==> src/flash_host_pkg.sv <==
/*
 * constants and carrier types for the parallel flash host controller.
 * assumes a 125 MHz system clock; all times are converted to cycle counts here.
 */
package flash_host_pkg;
   localparam int unsigned clk_mhz = 125;
   // reset pulse: 25 us when an algorithm runs, 100 ns during reads
   localparam int unsigned reset_busy_us = 25;
   localparam int unsigned reset_read_ns = 100;
   localparam int unsigned reset_busy_cyc = reset_busy_us * clk_mhz;
   localparam int unsigned reset_read_cyc = (reset_read_ns * clk_mhz + 999) / 1000;
   // erase progress before a suspend may be issued
   localparam int unsigned erase_run_us = 500;
   localparam int unsigned erase_run_cyc = erase_run_us * clk_mhz;
   // suspend latency until readable
   localparam int unsigned susp_max_us = 20;
   localparam int unsigned susp_max_cyc = susp_max_us * clk_mhz;
   // recovery after reset before outputs are trusted (reset time, 100 ns)
   localparam int unsigned recov_ns = 100;
   localparam int unsigned recov_cyc = (recov_ns * clk_mhz + 999) / 1000;
   // bus strobe widths: write pulse 60 ns, high 30 ns, read access 75 ns
   localparam int unsigned wr_pulse_ns = 60;
   localparam int unsigned wr_pulse_cyc = (wr_pulse_ns * clk_mhz + 999) / 1000;
   localparam int unsigned wr_high_ns = 30;
   localparam int unsigned wr_high_cyc = (wr_high_ns * clk_mhz + 999) / 1000;
   localparam int unsigned rd_access_ns = 75;
   localparam int unsigned rd_access_cyc = (rd_access_ns * clk_mhz + 999) / 1000;
   localparam int unsigned cnt_w = 24;

   typedef enum logic [1:0] {
      op_read = 2'b00,
      op_write = 2'b01,
      op_reset = 2'b10,
      op_suspend = 2'b11
   } op_e;

   typedef struct packed {
      op_e op;
      logic [23:0] addr;
      logic [15:0] data;
   } req_s;

   typedef struct packed {
      logic chip_sel_a;
      logic chip_sel_b;
      logic chip_sel_c;
      logic oe_n;
      logic we_n;
      logic power_down_reset_n;
      logic byte_wide;
   } pins_s;
endpackage

==> src/flash_host_ctrl.sv <==
/*
 * host-side controller driving an asynchronous parallel nor flash through its pins.
 * assumes the flash pins are sampled through two flip-flops; the testbench resolves
 * the data bus from o_dq_out / o_dq_oe and the flash drive.
 */
// Overview of operation
// device selected when all selects low, or select c high and a,b not both high.
// single-device systems may tie selects c and b low; a alone selects.
// selected with oe low, we high, reset high: device drives data.
// host never asserts oe and we together; reads win if both.
// bus eight bits wide with byte select low, sixteen when high.
// at lockout level reads allowed, program, erase, lock changes refused.
// ready/busy driven low while the internal sequencer runs an algorithm.
// ready/busy released when idle, suspended, or in reset power-down.
// internal sequencer runs algorithms; host uses ordinary bus cycles only.
// selected write with we low, oe high latches data as a command.
// host allows 500 us erase progress before the next erase suspend.
// after suspend request, device readable within 20 us maximum.
// full aligned buffer program done in 654, 2000 or 3600 us.
// those buffer program bounds hold only for full aligned buffers.
// clearing all lock bits takes up to 1 s, reporting busy.
// in pulse mode each ready/busy low pulse lasts typically 500 ns.
// reset held low at least 25 us during an algorithm.
// reset held low at least 100 ns during reads only.
// outputs valid only after recovery from later of reset or ready rising.
// reset low aborts algorithms, outputs and ready/busy go high-impedance.
// selected with oe high, data outputs are high-impedance.
`timescale 1ns/1ps
`default_nettype none
module flash_host_ctrl
   import flash_host_pkg::*;
#(
   parameter int unsigned reset_busy_cycles = reset_busy_cyc,
   parameter int unsigned erase_run_cycles = erase_run_cyc,
   parameter int unsigned susp_max_cycles = susp_max_cyc
) (
   input wire logic i_clk_sys,
   input wire logic i_rst_n,
   input wire logic i_req_valid,
   input wire req_s i_req,
   input wire logic i_byte_wide,
   input wire logic i_erase_started,
   input wire logic [15:0] i_dq_in,
   input wire logic i_ready_busy,
   output logic o_req_ready,
   output logic o_rsp_valid,
   output logic [15:0] o_rsp_data,
   output logic o_timeout,
   output pins_s o_pins,
   output logic [23:0] o_addr,
   output logic [15:0] o_dq_out,
   output logic o_dq_oe
);
   // counts must fit the shared cycle counter, or the waits would wrap
   if (reset_busy_cycles < 1 || erase_run_cycles < 1 || susp_max_cycles < 1 ||
         reset_busy_cycles >= (1 << cnt_w) || erase_run_cycles >= (1 << cnt_w) ||
         susp_max_cycles >= (1 << cnt_w)) begin : g_bad_counts
      $error("cycle counts must lie between one and the counter range");
   end

   typedef enum logic [2:0] {
      st_idle = 3'b000,
      st_read = 3'b001,
      st_write = 3'b010,
      st_gap = 3'b011,
      st_reset = 3'b100,
      st_recov = 3'b101,
      st_susp = 3'b110
   } state_e;

   state_e state;
   logic [cnt_w-1:0] cnt;
   logic [cnt_w-1:0] erase_age;
   logic erase_active;
   logic rb_meta;
   logic rb_sync;
   logic [15:0] dq_meta;
   logic [15:0] dq_sync;
   logic susp_wait;

   // -----------------------------------------
   // pin synchronisers
   // -----------------------------------------
   always_ff @(posedge i_clk_sys) begin
      if (!i_rst_n) begin
         rb_meta <= 1'b1;
         rb_sync <= 1'b1;
         dq_meta <= 16'h0000;
         dq_sync <= 16'h0000;
      end else begin
         rb_meta <= i_ready_busy;
         rb_sync <= rb_meta;
         dq_meta <= i_dq_in;
         dq_sync <= dq_meta;
      end
   end

   // -----------------------------------------
   // erase progress age, gating suspends
   // -----------------------------------------
   always_ff @(posedge i_clk_sys) begin
      if (!i_rst_n) begin
         erase_active <= 1'b0;
         erase_age <= '0;
      end else if (i_erase_started) begin
         erase_active <= 1'b1;
         erase_age <= '0;
      end else if (state == st_reset) begin
         erase_active <= 1'b0;
      end else if (erase_active && erase_age < cnt_w'(erase_run_cycles)) begin
         erase_age <= erase_age + 1'b1;
      end
   end

   // -----------------------------------------
   // bus sequencer
   // -----------------------------------------
   always_ff @(posedge i_clk_sys) begin
      if (!i_rst_n) begin
         state <= st_idle;
         cnt <= '0;
         susp_wait <= 1'b0;
         o_req_ready <= 1'b0;
         o_rsp_valid <= 1'b0;
         o_rsp_data <= 16'h0000;
         o_timeout <= 1'b0;
         // deselected: a high, b and c low
         o_pins <= '{chip_sel_a: 1'b1, chip_sel_b: 1'b0, chip_sel_c: 1'b0,
                     oe_n: 1'b1, we_n: 1'b1, power_down_reset_n: 1'b1, byte_wide: 1'b1};
         o_addr <= 24'h000000;
         o_dq_out <= 16'h0000;
         o_dq_oe <= 1'b0;
      end else begin
         o_rsp_valid <= 1'b0;
         o_timeout <= 1'b0;
         o_pins.byte_wide <= i_byte_wide;
         case (state)
            st_idle: begin
               o_req_ready <= 1'b1;
               if (i_req_valid && o_req_ready) begin
                  o_req_ready <= 1'b0;
                  o_addr <= i_req.addr;
                  cnt <= '0;
                  case (i_req.op)
                     op_read: begin
                        o_pins.chip_sel_a <= 1'b0;
                        o_pins.oe_n <= 1'b0;
                        state <= st_read;
                     end
                     op_write: begin
                        o_pins.chip_sel_a <= 1'b0;
                        o_pins.we_n <= 1'b0;
                        o_dq_out <= i_byte_wide ? i_req.data : {8'h00, i_req.data[7:0]};
                        o_dq_oe <= 1'b1;
                        state <= st_write;
                     end
                     op_reset: begin
                        o_pins.power_down_reset_n <= 1'b0;
                        state <= st_reset;
                     end
                     default: begin
                        // suspend command write, refused with a timeout response until erase has run
                        if (!erase_active || erase_age >= cnt_w'(erase_run_cycles)) begin
                           o_pins.chip_sel_a <= 1'b0;
                           o_pins.we_n <= 1'b0;
                           o_dq_out <= i_req.data;
                           o_dq_oe <= 1'b1;
                           susp_wait <= 1'b1;
                           state <= st_write;
                        end else begin
                           o_req_ready <= 1'b0;
                           o_rsp_valid <= 1'b1;
                           o_timeout <= 1'b1;
                        end
                     end
                  endcase
               end
            end
            st_read: begin
               cnt <= cnt + 1'b1;
               if (cnt >= cnt_w'(rd_access_cyc + 2)) begin
                  // extra two cycles cover the data synchroniser
                  o_rsp_data <= o_pins.byte_wide ? dq_sync : {8'h00, dq_sync[7:0]};
                  o_rsp_valid <= 1'b1;
                  o_pins.oe_n <= 1'b1;
                  o_pins.chip_sel_a <= 1'b1;
                  cnt <= '0;
                  state <= st_gap;
               end
            end
            st_write: begin
               cnt <= cnt + 1'b1;
               if (cnt >= cnt_w'(wr_pulse_cyc - 1)) begin
                  o_pins.we_n <= 1'b1;
                  o_pins.chip_sel_a <= 1'b1;
                  cnt <= '0;
                  state <= susp_wait ? st_susp : st_gap;
                  o_rsp_valid <= !susp_wait;
               end
            end
            st_gap: begin
               o_dq_oe <= 1'b0;
               cnt <= cnt + 1'b1;
               if (cnt >= cnt_w'(wr_high_cyc)) begin
                  state <= st_idle;
               end
            end
            st_susp: begin
               // wait for release of ready/busy, bounded by the latency limit
               o_dq_oe <= 1'b0;
               cnt <= cnt + 1'b1;
               if (rb_sync || cnt >= cnt_w'(susp_max_cycles)) begin
                  o_timeout <= !rb_sync;
                  o_rsp_valid <= 1'b1;
                  susp_wait <= 1'b0;
                  cnt <= '0;
                  state <= st_gap;
               end
            end
            st_reset: begin
               // always hold the long pulse: safe whether or not an algorithm runs
               cnt <= cnt + 1'b1;
               if (cnt >= cnt_w'(reset_busy_cycles - 1)) begin
                  o_pins.power_down_reset_n <= 1'b1;
                  cnt <= '0;
                  state <= st_recov;
               end
            end
            st_recov: begin
               // recovery counts from the later of reset high and ready high
               if (!rb_sync) begin
                  cnt <= '0;
               end else begin
                  cnt <= cnt + 1'b1;
                  if (cnt >= cnt_w'(recov_cyc + 1)) begin
                     o_rsp_valid <= 1'b1;
                     cnt <= '0;
                     state <= st_idle;
                  end
               end
            end
            default: begin
               state <= st_idle;
            end
         endcase
      end
   end
endmodule
`default_nettype wire

==> config.mk <==
export PLATFORM = sky130hd
export DESIGN_NAME = flash_host_ctrl
export DESIGN_NICKNAME = d
export VERILOG_FILES = /design/src/flash_host_pkg.sv /design/src/flash_host_ctrl.sv
export SDC_FILE = /design/constraint.sdc
export NUM_CORES = 1
export LEC_CHECK = 0
export BUFFER_PORTS_ARGS = -buffer_cell sky130_fd_sc_hd__buf_2
export CORE_MARGIN = 1
export CORE_UTILIZATION = 50
export CTS_CLUSTER_SIZE = 14
export DETAILED_ROUTE_END_ITERATION = 7
export PLACE_DENSITY = 0.74
export SLEW_MARGIN = 20
export SYNTH_ARGS = -nofsm -noshare
export SYNTH_HDL_FRONTEND = slang
export SYNTH_SLANG_ARGS = --single-unit
==> constraint.sdc <==
create_clock -name i_clk_sys -period 4.05 [get_ports i_clk_sys]
set_input_delay 0.6075 -clock i_clk_sys [delete_from_list [all_inputs] [get_ports i_clk_sys]]
set_output_delay 0.6075 -clock i_clk_sys [all_outputs]
set_load 0.05 [all_outputs]
# Word-level counts from Yosys, hierarchy flattened
# Index checks and enable logic that the tools add are counted.
classes:
  addsub: 2
  magnitude_cmp: 8
  eq_ne: 25
  n_mux: 60
  bitwise: 3
  n_reduce_logical: 35
ops:
  columns: ["operator", "n"]
  rows:
  - ["$mux 24", 7]
  - ["$pmux 24 s7", 1]
  - ["$add 24x1->24 const B", 2]
  - ["$ge 24x12->1 const B", 2]
  - ["$ge 24x3->1 const B", 2]
  - ["$ge 24x4->1 const B", 2]
  - ["$mux 16", 3]
  - ["$mux 3", 11]
  - ["$pmux 16 s2", 1]
  - ["$ge 24x16->1 const B", 1]
  - ["$lt 24x16->1 const B", 1]
  - ["$mux 1", 24]
  - ["$ne 2x2->1 const B", 11]
  - ["$pmux 3 s7", 1]
  - ["$pmux 1 s2", 9]
  - ["$reduce_and 4->1", 4]
  - ["$reduce_bool 2->1", 7]
  - ["$reduce_and 5->1", 2]
  - ["$eq 3x3->1 const B", 3]
  - ["$pmux 3 s3", 1]
  - ["$reduce_and 9->1", 1]
  - ["$reduce_and 2->1", 4]
  - ["$reduce_or 2->1", 4]
  - ["$reduce_bool 7->1", 1]
  - ["19 further kinds", 28]
totals:
  ff_bits: 152
  inputBits: 64
  out_inout_bits: 67
  wordCells: 154

# Longest topological paths before layout
# Gate-level depths: netlist of the first run.
logic_depth:
  depth_word: 6
  mapped_depth: 9
  depth_no_buf: 7

# Least setup slack after synthesis of the first run
# No wires, ideal clock.
synth_timing:
  path_kind: "reg-to-reg"
  start: "register cnt[15]"
  end: "register cnt[22]"
  setup_ns: 0.062
  arrival_ns: 2.284
  required_time_ns: 3.988
  path_slack_ns: 1.704
  path_stages_with_launch: 7
  n_path_buf: 0
  synth_period_minus_slack_ns: 2.346
  cell_sequence: "dfxtp_1 > nor4_1 > nand3_2 > or4_4 > a31o_4 > or3_1 > nand3_1"
synth_between:
  elab_chain_len: 4
  word_cells_on_any_way: 14
  classes_between: "add/sub: 1; order compare: 5; mux: 7; reduce/logical: 1"
synth_rtl:
  columns: ["item", "line_no", "source"]
  rows:
  - ["start: declaration", "flash_host_ctrl.sv:72", "logic [cnt_w-1:0] cnt;"]
  - ["start signal: assignment", "flash_host_ctrl.sv:180", "cnt <= cnt + 1'b1;"]
  - ["start signal: assignment", "flash_host_ctrl.sv:192", "cnt <= cnt + 1'b1;"]
  - ["start signal: assignment", "flash_host_ctrl.sv:203", "cnt <= cnt + 1'b1;"]
  - ["$add 24x1->24 (tied with other cells)", null, null]
  - ["$mux 24 or $logic_or 1x1->1 (tied branches)", "flash_host_ctrl.sv:235, flash_host_ctrl.sv:212", null]
  - ["$mux 24, on equally long branches", "flash_host_ctrl.sv:231, flash_host_ctrl.sv:212", null]
  - ["$pmux 24 s7 (*)", "flash_host_ctrl.sv:137", "case (state)"]
# Every way passes the cells marked *; elsewhere a longest branch is shown, timed or not.
# A chain may end at the register's enable or synchronous reset.

# Final worst setup path of the first run
layout_timing:
  start: "register state[2]"
  end: "register cnt[21]"
layout_between:
  elab_chain_len: 3
  word_cells_on_any_way: 11
  classes_between: "eq/ne: 7; mux: 1; reduce/logical: 3"
layout_rtl:
  columns: ["item", "line_no", "source"]
  rows:
  - ["start: declaration", "flash_host_ctrl.sv:71", "state_e state;"]
  - ["start signal: assignment", "flash_host_ctrl.sv:120", "state <= st_idle;"]
  - ["start signal: assignment", "flash_host_ctrl.sv:148", "state <= st_read;"]
  - ["start signal: assignment", "flash_host_ctrl.sv:155", "state <= st_write;"]
  - ["$eq 3x3->1 (tied with other cells)", "flash_host_ctrl.sv:137", null]
  - ["$reduce_bool 7->1 (no source line) or $ne 2x2->1 (tied branches)", null, null]
  - ["$reduce_and 2->1 (no source line)", null, null]
# Parallel ways exist; a longest one is shown, timed or not.

==> impl_metrics.json, run 1 <==
{
  "synth_common_cells": "dfxtp_1 (152), nand2_1 (123), a21oi_1 (61)",
  "fin_util": 0.620,
  "cts.htree.levels": 4,
  "muxShareOfSynthArea": 0.0130,
  "skew_ns": 0.00538,
  "synth-edff-count": 0,
  "synthMostInstantiatedCell": "dfxtp_1",
  "drt_pass1_iterations": 5,
  "grt_pass1_wl_um": 22700,
  "gr-total-overflow": 0,
  "ys_types": 60,
  "r2r_start": "state[2]$_SDFFE_PN0P_",
  "hold_depth": 2,
  "power_switching_share": 0.349,
  "drive_gt1_frac": 0.201,
  "synth-simple-area-share": 0.263,
  "synth_largest_area_cell": "dfxtp_1",
  "slew_viol_final": 0,
  "synth_top_area_frac": 0.496,
  "antenna_found_initial": 0,
  "cap_violations": 0,
  "arrival_ns": 3.18,
  "path_class": "flop to flop",
  "dpl.cell_count": 965,
  "cts_hold_buf": 0,
  "setup_viol": 0,
  "status": "completed",
  "path_clk_slew_ns": 0.06,
  "synth_xor_area_frac": 0.0243,
  "cp-start-kind": "flop",
  "yosys_warnings": 0,
  "power.internal_mw": 3.04,
  "hold_slack_ns": 0.384,
  "clock-sinks": 152,
  "pin_count": 131,
  "p_comb_frac": 0.274,
  "cts-buffers-inserted": 17,
  "end_kind": "flop",
  "grt_use_total": 0.224,
  "remaining_drc_errors": 0,
  "p_sw_mw": 1.63,
  "hp-class": "primary input to flop",
  "dp_hpwl_um": 9570,
  "viasPerCell": 5.45,
  "routedWlPerCell_um": 14.0,
  "synth_compound_area_frac": 0.140,
  "clk_path_buf_depth": 2,
  "rows": 40,
  "layout.nets": 911,
  "slew_headroom": 0.397,
  "period_needed_ns": 2.86,
  "cts_tree": "yes",
  "cp_max_fo": 21,
  "start_util": 0.511,
  "async_reset_ff_frac": 0,
  "hold_end": "rb_meta$_SDFF_PN1_",
  "rsz0062_at_grt": "false",
  "fmax_mhz": 349,
  "vias": 5436,
  "post-place-ws_ns": 1.24,
  "postRouteWirelength_um": 14000,
  "powerDensity_mw_per_mm2": 626,
  "portBuffers": 128,
  "synth_top_family_by_area": "simple AND/OR/NAND/NOR gates",
  "hold_viol": 0,
  "coreArea_mm2": 0.0120,
  "dpl_cell_area_mm2": 0.00683,
  "grt_pass1_vias": 5017,
  "peakVddDrop_uv": 468,
  "fin_ws_ns": 1.19,
  "reg2regPathDepth": 6,
  "dieArea_mm2": 0.0127,
  "cts_root_buf": "clkbuf_16",
  "regToRegSetupSlack_ns": 1.19,
  "fin_crit_sh": 0.707,
  "ant_nets": 0,
  "clk_latency_ns": 0.42,
  "clock_power_share": 0.351,
  "required_ns": 4.37,
  "synth_cells": 726,
  "synthAdderAreaFrac": 0.0204,
  "min_from": "i_ready_busy",
  "power.total_mw": 4.66,
  "post_cts_buffers": 0,
  "p_seq_frac": 0.375,
  "tns_ns": 0,
  "r2r-end": "cnt[21]$_SDFFE_PN0P_",
  "final_cell_count_no_fill": 997,
  "cts_resized": 0,
  "final_cell_area_mm2": 0.00745,
  "tightest_slew_ns": 0.902,
  "synth.cell_area_mm2": 0.00614,
  "drt_iter0_markers": 280,
  "syn_area_per_cell_um2": 8.46,
  "ys_top_cells_by_area": "dfxtp_1 (50%), nand2_1 (7.5%), a21oi_1 (5.0%)",
  "die_w_um": 113,
  "grt_max_degree": 64,
  "leakage_nw": 2.98,
  "syn2layout_area_growth_pct": 21.3,
  "seq_area_frac_synth": 0.496,
  "die_h_um": 113,
  "ys_seq_elements": 152,
  "antennaDiodeCount": 0,
  "gp_congestion": 0.885,
  "synthFlopType": "dfxtp_1"
}
-- kinds of logic (layout without fill, tap and decap cells) --
kind of cell               after synthesis  count (layout)
adders and majority gates               10              10
buffers and inverters                   64             187
AOI/OAI and AO/OA                      139             139
other                                    1               2
muxes                                    8               8
and+or+nand+nor                        335             335
xor gates and xnor gates                17              17
DFF                                    152             152
-- cells in the final DEF (no fill, tap or decap), types with 8 or more instances in the layout --
| cell type | instances |
|---|---|
| buf_2 | 128 |
| xnor2_1 | 10 |
| nor4_1 | 12 |
| mux2i_1 | 8 |
| or3_1 | 13 |
| nand2_1 | 123 |
| inv_1 | 22 |
| nor3_1 | 14 |
| clkbuf_16 | 17 |
| and2_1 | 40 |
| dfxtp_1 | 152 |
| nand4_1 | 10 |
| o21ai_0 | 30 |
| nand3_1 | 49 |
| ha_1 | 10 |
| nor2_1 | 50 |
| a21oi_1 | 61 |
-- per-layer routing --
metal / part of all wire / routed length [um] / track usage
met1: 0.45 / 6240 / 0.266
met2: 0.48 / 6770 / 0.384
met3: 0.047 / 658 / 0.0477
met4: 0.024 / 342 / 0.109
met5: 0 / 0 / 0
-- how the worst max path moves through the flow --
| stage | startpoint | to | slack (ns) |
|---|---|---|---|
| floorplan | cnt[15]$_SDFFE_PN0P_ | cnt[22]$_SDFFE_PN0P_ | 1.70 |
| global placement | state[2]$_SDFFE_PN0P_ | cnt[19]$_SDFFE_PN0P_ | 1.33 |
| detailed placement | state[2]$_SDFFE_PN0P_ | cnt[7]$_SDFFE_PN0P_ | 1.24 |
| CTS | state[2]$_SDFFE_PN0P_ | cnt[21]$_SDFFE_PN0P_ | 1.22 |
| global route | state[2]$_SDFFE_PN0P_ | cnt[11]$_SDFFE_PN0P_ | 0.78 |
| finish | state[2]$_SDFFE_PN0P_ | cnt[21]$_SDFFE_PN0P_ | 1.19 |
-- sequential cells by signal, summed over array words and instances (netlist names) --
register and count:
susp_wait 1, state 3, o_rsp_valid 1, dq_sync 16, o_timeout 1, o_pins 5, rb_meta 1, o_dq_out 16
dq_meta 16, cnt 24, o_req_ready 1, o_rsp_data 16, rb_sync 1, o_addr 24, o_dq_oe 1, erase_age 24
erase_active 1
-- worst max-delay path, stage by stage (launching register included) --
cell and delay, ns:
dfxtp_1 0.72, nor3b_1 0.74, nand4_1 0.16, o22a_1 0.34
a31oi_4 0.50, nand3_1 0.16, o311ai_1 0.12
-- final cells by class --
class                      instances  area (um2)
clock buffer                      20         447
clock inverter                    12         174
fill                             993        4560
inverter                          23        87.6
multi-input combinational        511        2840
sequential                       152        3040
tap                              147         184
timing repair buffer             132         671
-- power by group through the flow --
stage                     Sequential [mW]  Clock, mW  Combinational [mW]
after floorplan                      1.99          0               0.757
after global placement               1.77          0                1.24
after detailed placement             1.78          0                1.26
after CTS                            1.74       1.66                1.27
after global routing                 1.77       1.73                1.38
final                                1.75       1.64                1.28
Note: power is estimated with default switching activity, not from simulation.
==> run 2: changes to the inputs <==
--- a/config.mk
+++ b/config.mk
@@ -7,10 +7,10 @@
 export LEC_CHECK = 0
 export BUFFER_PORTS_ARGS = -buffer_cell sky130_fd_sc_hd__buf_2
 export CORE_MARGIN = 1
-export CORE_UTILIZATION = 50
+export CORE_UTILIZATION = 49
 export CTS_CLUSTER_SIZE = 14
 export DETAILED_ROUTE_END_ITERATION = 7
-export PLACE_DENSITY = 0.74
+export PLACE_DENSITY = 0.76
 export SLEW_MARGIN = 20
 export SYNTH_ARGS = -nofsm -noshare
 export SYNTH_HDL_FRONTEND = slang
==> constraint.sdc (replaced) <==
create_clock -name i_clk_sys -period 2.6 [get_ports i_clk_sys]
set_input_delay 0.39 -clock i_clk_sys [delete_from_list [all_inputs] [get_ports i_clk_sys]]
set_output_delay 0.39 -clock i_clk_sys [all_outputs]
set_load 0.05 [all_outputs]
==> run 2 against run 1 <==
  * Clock power grew 35%
  * Sequential cell count stayed put
  * Clock skew rose by 0.0044 ns
==> impl_metrics.json, run 2 (synthesized netlist as in run 1, its figures left out) <==
{
  "routedWlPerCell_um": 13.6,
  "tns_ns": 0,
  "powerDensity_mw_per_mm2": 937,
  "final_common_cell": "dfxtp_1",
  "p_sw_mw": 2.57,
  "met2_usage": 0.360,
  "leakage_nw": 3.03,
  "path_class": "flop to flop",
  "slew_viol_final": 0,
  "path_clk_slew_ns": 0.06,
  "top_usage_layer": "met2",
  "pin_count": 131,
  "r2r_start": "state[2]$_SDFFE_PN0P_",
  "drt_pass1_iterations": 5,
  "dp_hpwl_um": 9560,
  "grt_pass1_wl_um": 23300,
  "viasPerCell": 5.26,
  "vias": 5458,
  "gr-total-overflow": 0,
  "dpl.cell_count": 1006,
  "coreArea_mm2": 0.0121,
  "min_from": "i_ready_busy",
  "mostFrequentLayoutCells": "dfxtp_1 (152), buf_2 (128), nand2_1 (123), a21oi_1 (61), nor2_1 (50)",
  "portBuffers": 128,
  "die_w_um": 114,
  "cp-start-kind": "flop",
  "reg2regPathDepth": 6,
  "grt_max_degree": 56,
  "fin_crit_sh": 0.985,
  "drive_gt1_frac": 0.219,
  "dieArea_mm2": 0.0130,
  "clock-sinks": 152,
  "end_kind": "flop",
  "crit_path_max_incr_delay_ns": 0.63,
  "use_met1": 0.289,
  "drt_iter0_markers": 387,
  "rsz0062_at_grt": "false",
  "path_cells": "nor4bb_1 -> nand4_1 -> o22a_1 -> a31o_4 -> or3_1 -> o21ai_0",
  "grt_pass1_vias": 4982,
  "layout.nets": 931,
  "power.internal_mw": 4.49,
  "arrival_ns": 2.91,
  "power_switching_share": 0.364,
  "clk_path_buf_depth": 2,
  "hold_depth": 2,
  "rows": 40,
  "status": "completed",
  "hp-class": "primary input to flop",
  "post_cts_buffers": 0,
  "antennaDiodeCount": 0,
  "regToRegSetupSlack_ns": 0.04,
  "gp_congestion": 0.854,
  "hold_end": "rb_meta$_SDFF_PN1_",
  "period_needed_ns": 2.56,
  "postRouteWirelength_um": 14100,
  "syn2layout_area_growth_pct": 22.9,
  "cts_hold_buf": 0,
  "peakVddDrop_uv": 632,
  "use_met3": 0.0712,
  "clk_latency_ns": 0.42,
  "required_ns": 2.95,
  "reg_top3": "cnt x24, erase_age x24, o_addr x24",
  "clock_power_share": 0.315,
  "cts-buffers-inserted": 17,
  "skew_ns": 0.00981,
  "r2r-end": "cnt[14]$_SDFFE_PN0P_",
  "hold_viol": 0,
  "start_util": 0.507,
  "remaining_drc_errors": 0,
  "cts_tree": "yes",
  "cp_max_fo": 18,
  "fin_util": 0.623,
  "die_h_um": 114,
  "cap_violations": 0,
  "setup_viol": 0,
  "fmax_mhz": 391,
  "cts_resized": 0,
  "cts.htree.levels": 4,
  "final_cell_count_no_fill": 1037,
  "p_seq_frac": 0.379,
  "cts_root_buf": "clkbuf_16",
  "fill_cells": 1055,
  "slew_headroom": 0.571,
  "cpMaxStageDelayCell": "nor4bb_1",
  "antenna_found_initial": 0,
  "tightest_slew_ns": 0.644,
  "ant_nets": 0,
  "grt_use_total": 0.227,
  "p_comb_frac": 0.306
}
==> run 2: cell count changes in the layout (fill, tap and decap cells not counted), sizes merged <==
cell      before  now
buf          132  152
bufinv         4    0
clkbuf        20   22
clkinv         7    6
clkinvlp       1    2
inv           23   24
==> run 2: area by class of cell <==
type                       count  area (um2)  share of cell area
multi-input combinational    511        2840               0.377
clock inverter                 9        68.8             0.00912
clock buffer                  22         474              0.0629
inverter                      23        86.3              0.0114
tap                          168         210              0.0279
timing repair buffer         152         821               0.109
sequential                   152        3040               0.403
==> run 2: metrics by stage <==
stage / hold WS [ns] / setup WS (ns) / instance area, um2 / power (mW)
floorplan: 0.386 / 0.254 / 6140 / 4.28
CTS: 0.135 / 0.144 / 7540 / 7.08
global placement: 0.390 / 0.191 / 7000 / 4.85
detailed placement: 0.393 / 0.168 / 7000 / 4.86
global route: 0.145 / 0.0149 / 7540 / 7.42
finish: 0.150 / 0.0399 / 7540 / 7.07
==> run 2: worst max-delay path by stage <==
stage / start / end / cells after the start
floorplan: cnt[15]$_SDFFE_PN0P_ / cnt[22]$_SDFFE_PN0P_ / 6
global placement: state[2]$_SDFFE_PN0P_ / cnt[22]$_SDFFE_PN0P_ / 6
detailed placement: state[2]$_SDFFE_PN0P_ / cnt[14]$_SDFFE_PN0P_ / 6
CTS: state[2]$_SDFFE_PN0P_ / cnt[14]$_SDFFE_PN0P_ / 6
global route: state[2]$_SDFFE_PN0P_ / cnt[7]$_SDFFE_PN0P_ / 6
finish: state[2]$_SDFFE_PN0P_ / cnt[14]$_SDFFE_PN0P_ / 6
==> run 2: worst max-delay path: cells and delay by family, from the launching register on <==
family	cells	cell delay (ns)
AOI/OAI and AO/OA	3	0.73
DFF	1	0.57
and+or+nand+nor	3	1.17
==> run 2: routing by layer <==
metal	vias up	wire length (um)
met5	-	0
met4	0	175
met3	20	667
met2	142	6790
met1	2534	6430
li1	2762	-
==> run 2: power groups by stage <==
stage          Sequential [mW]  Clock [mW]  Combinational (mW)
2_1_floorplan             3.10           0                1.18
3_3_place_gp              2.72           0                2.13
3_5_place_dp              2.73           0                2.13
4_1_cts                   2.68        2.26                2.15
5_1_grt                   2.70        2.37                2.34
6_report                  2.68        2.22                2.16
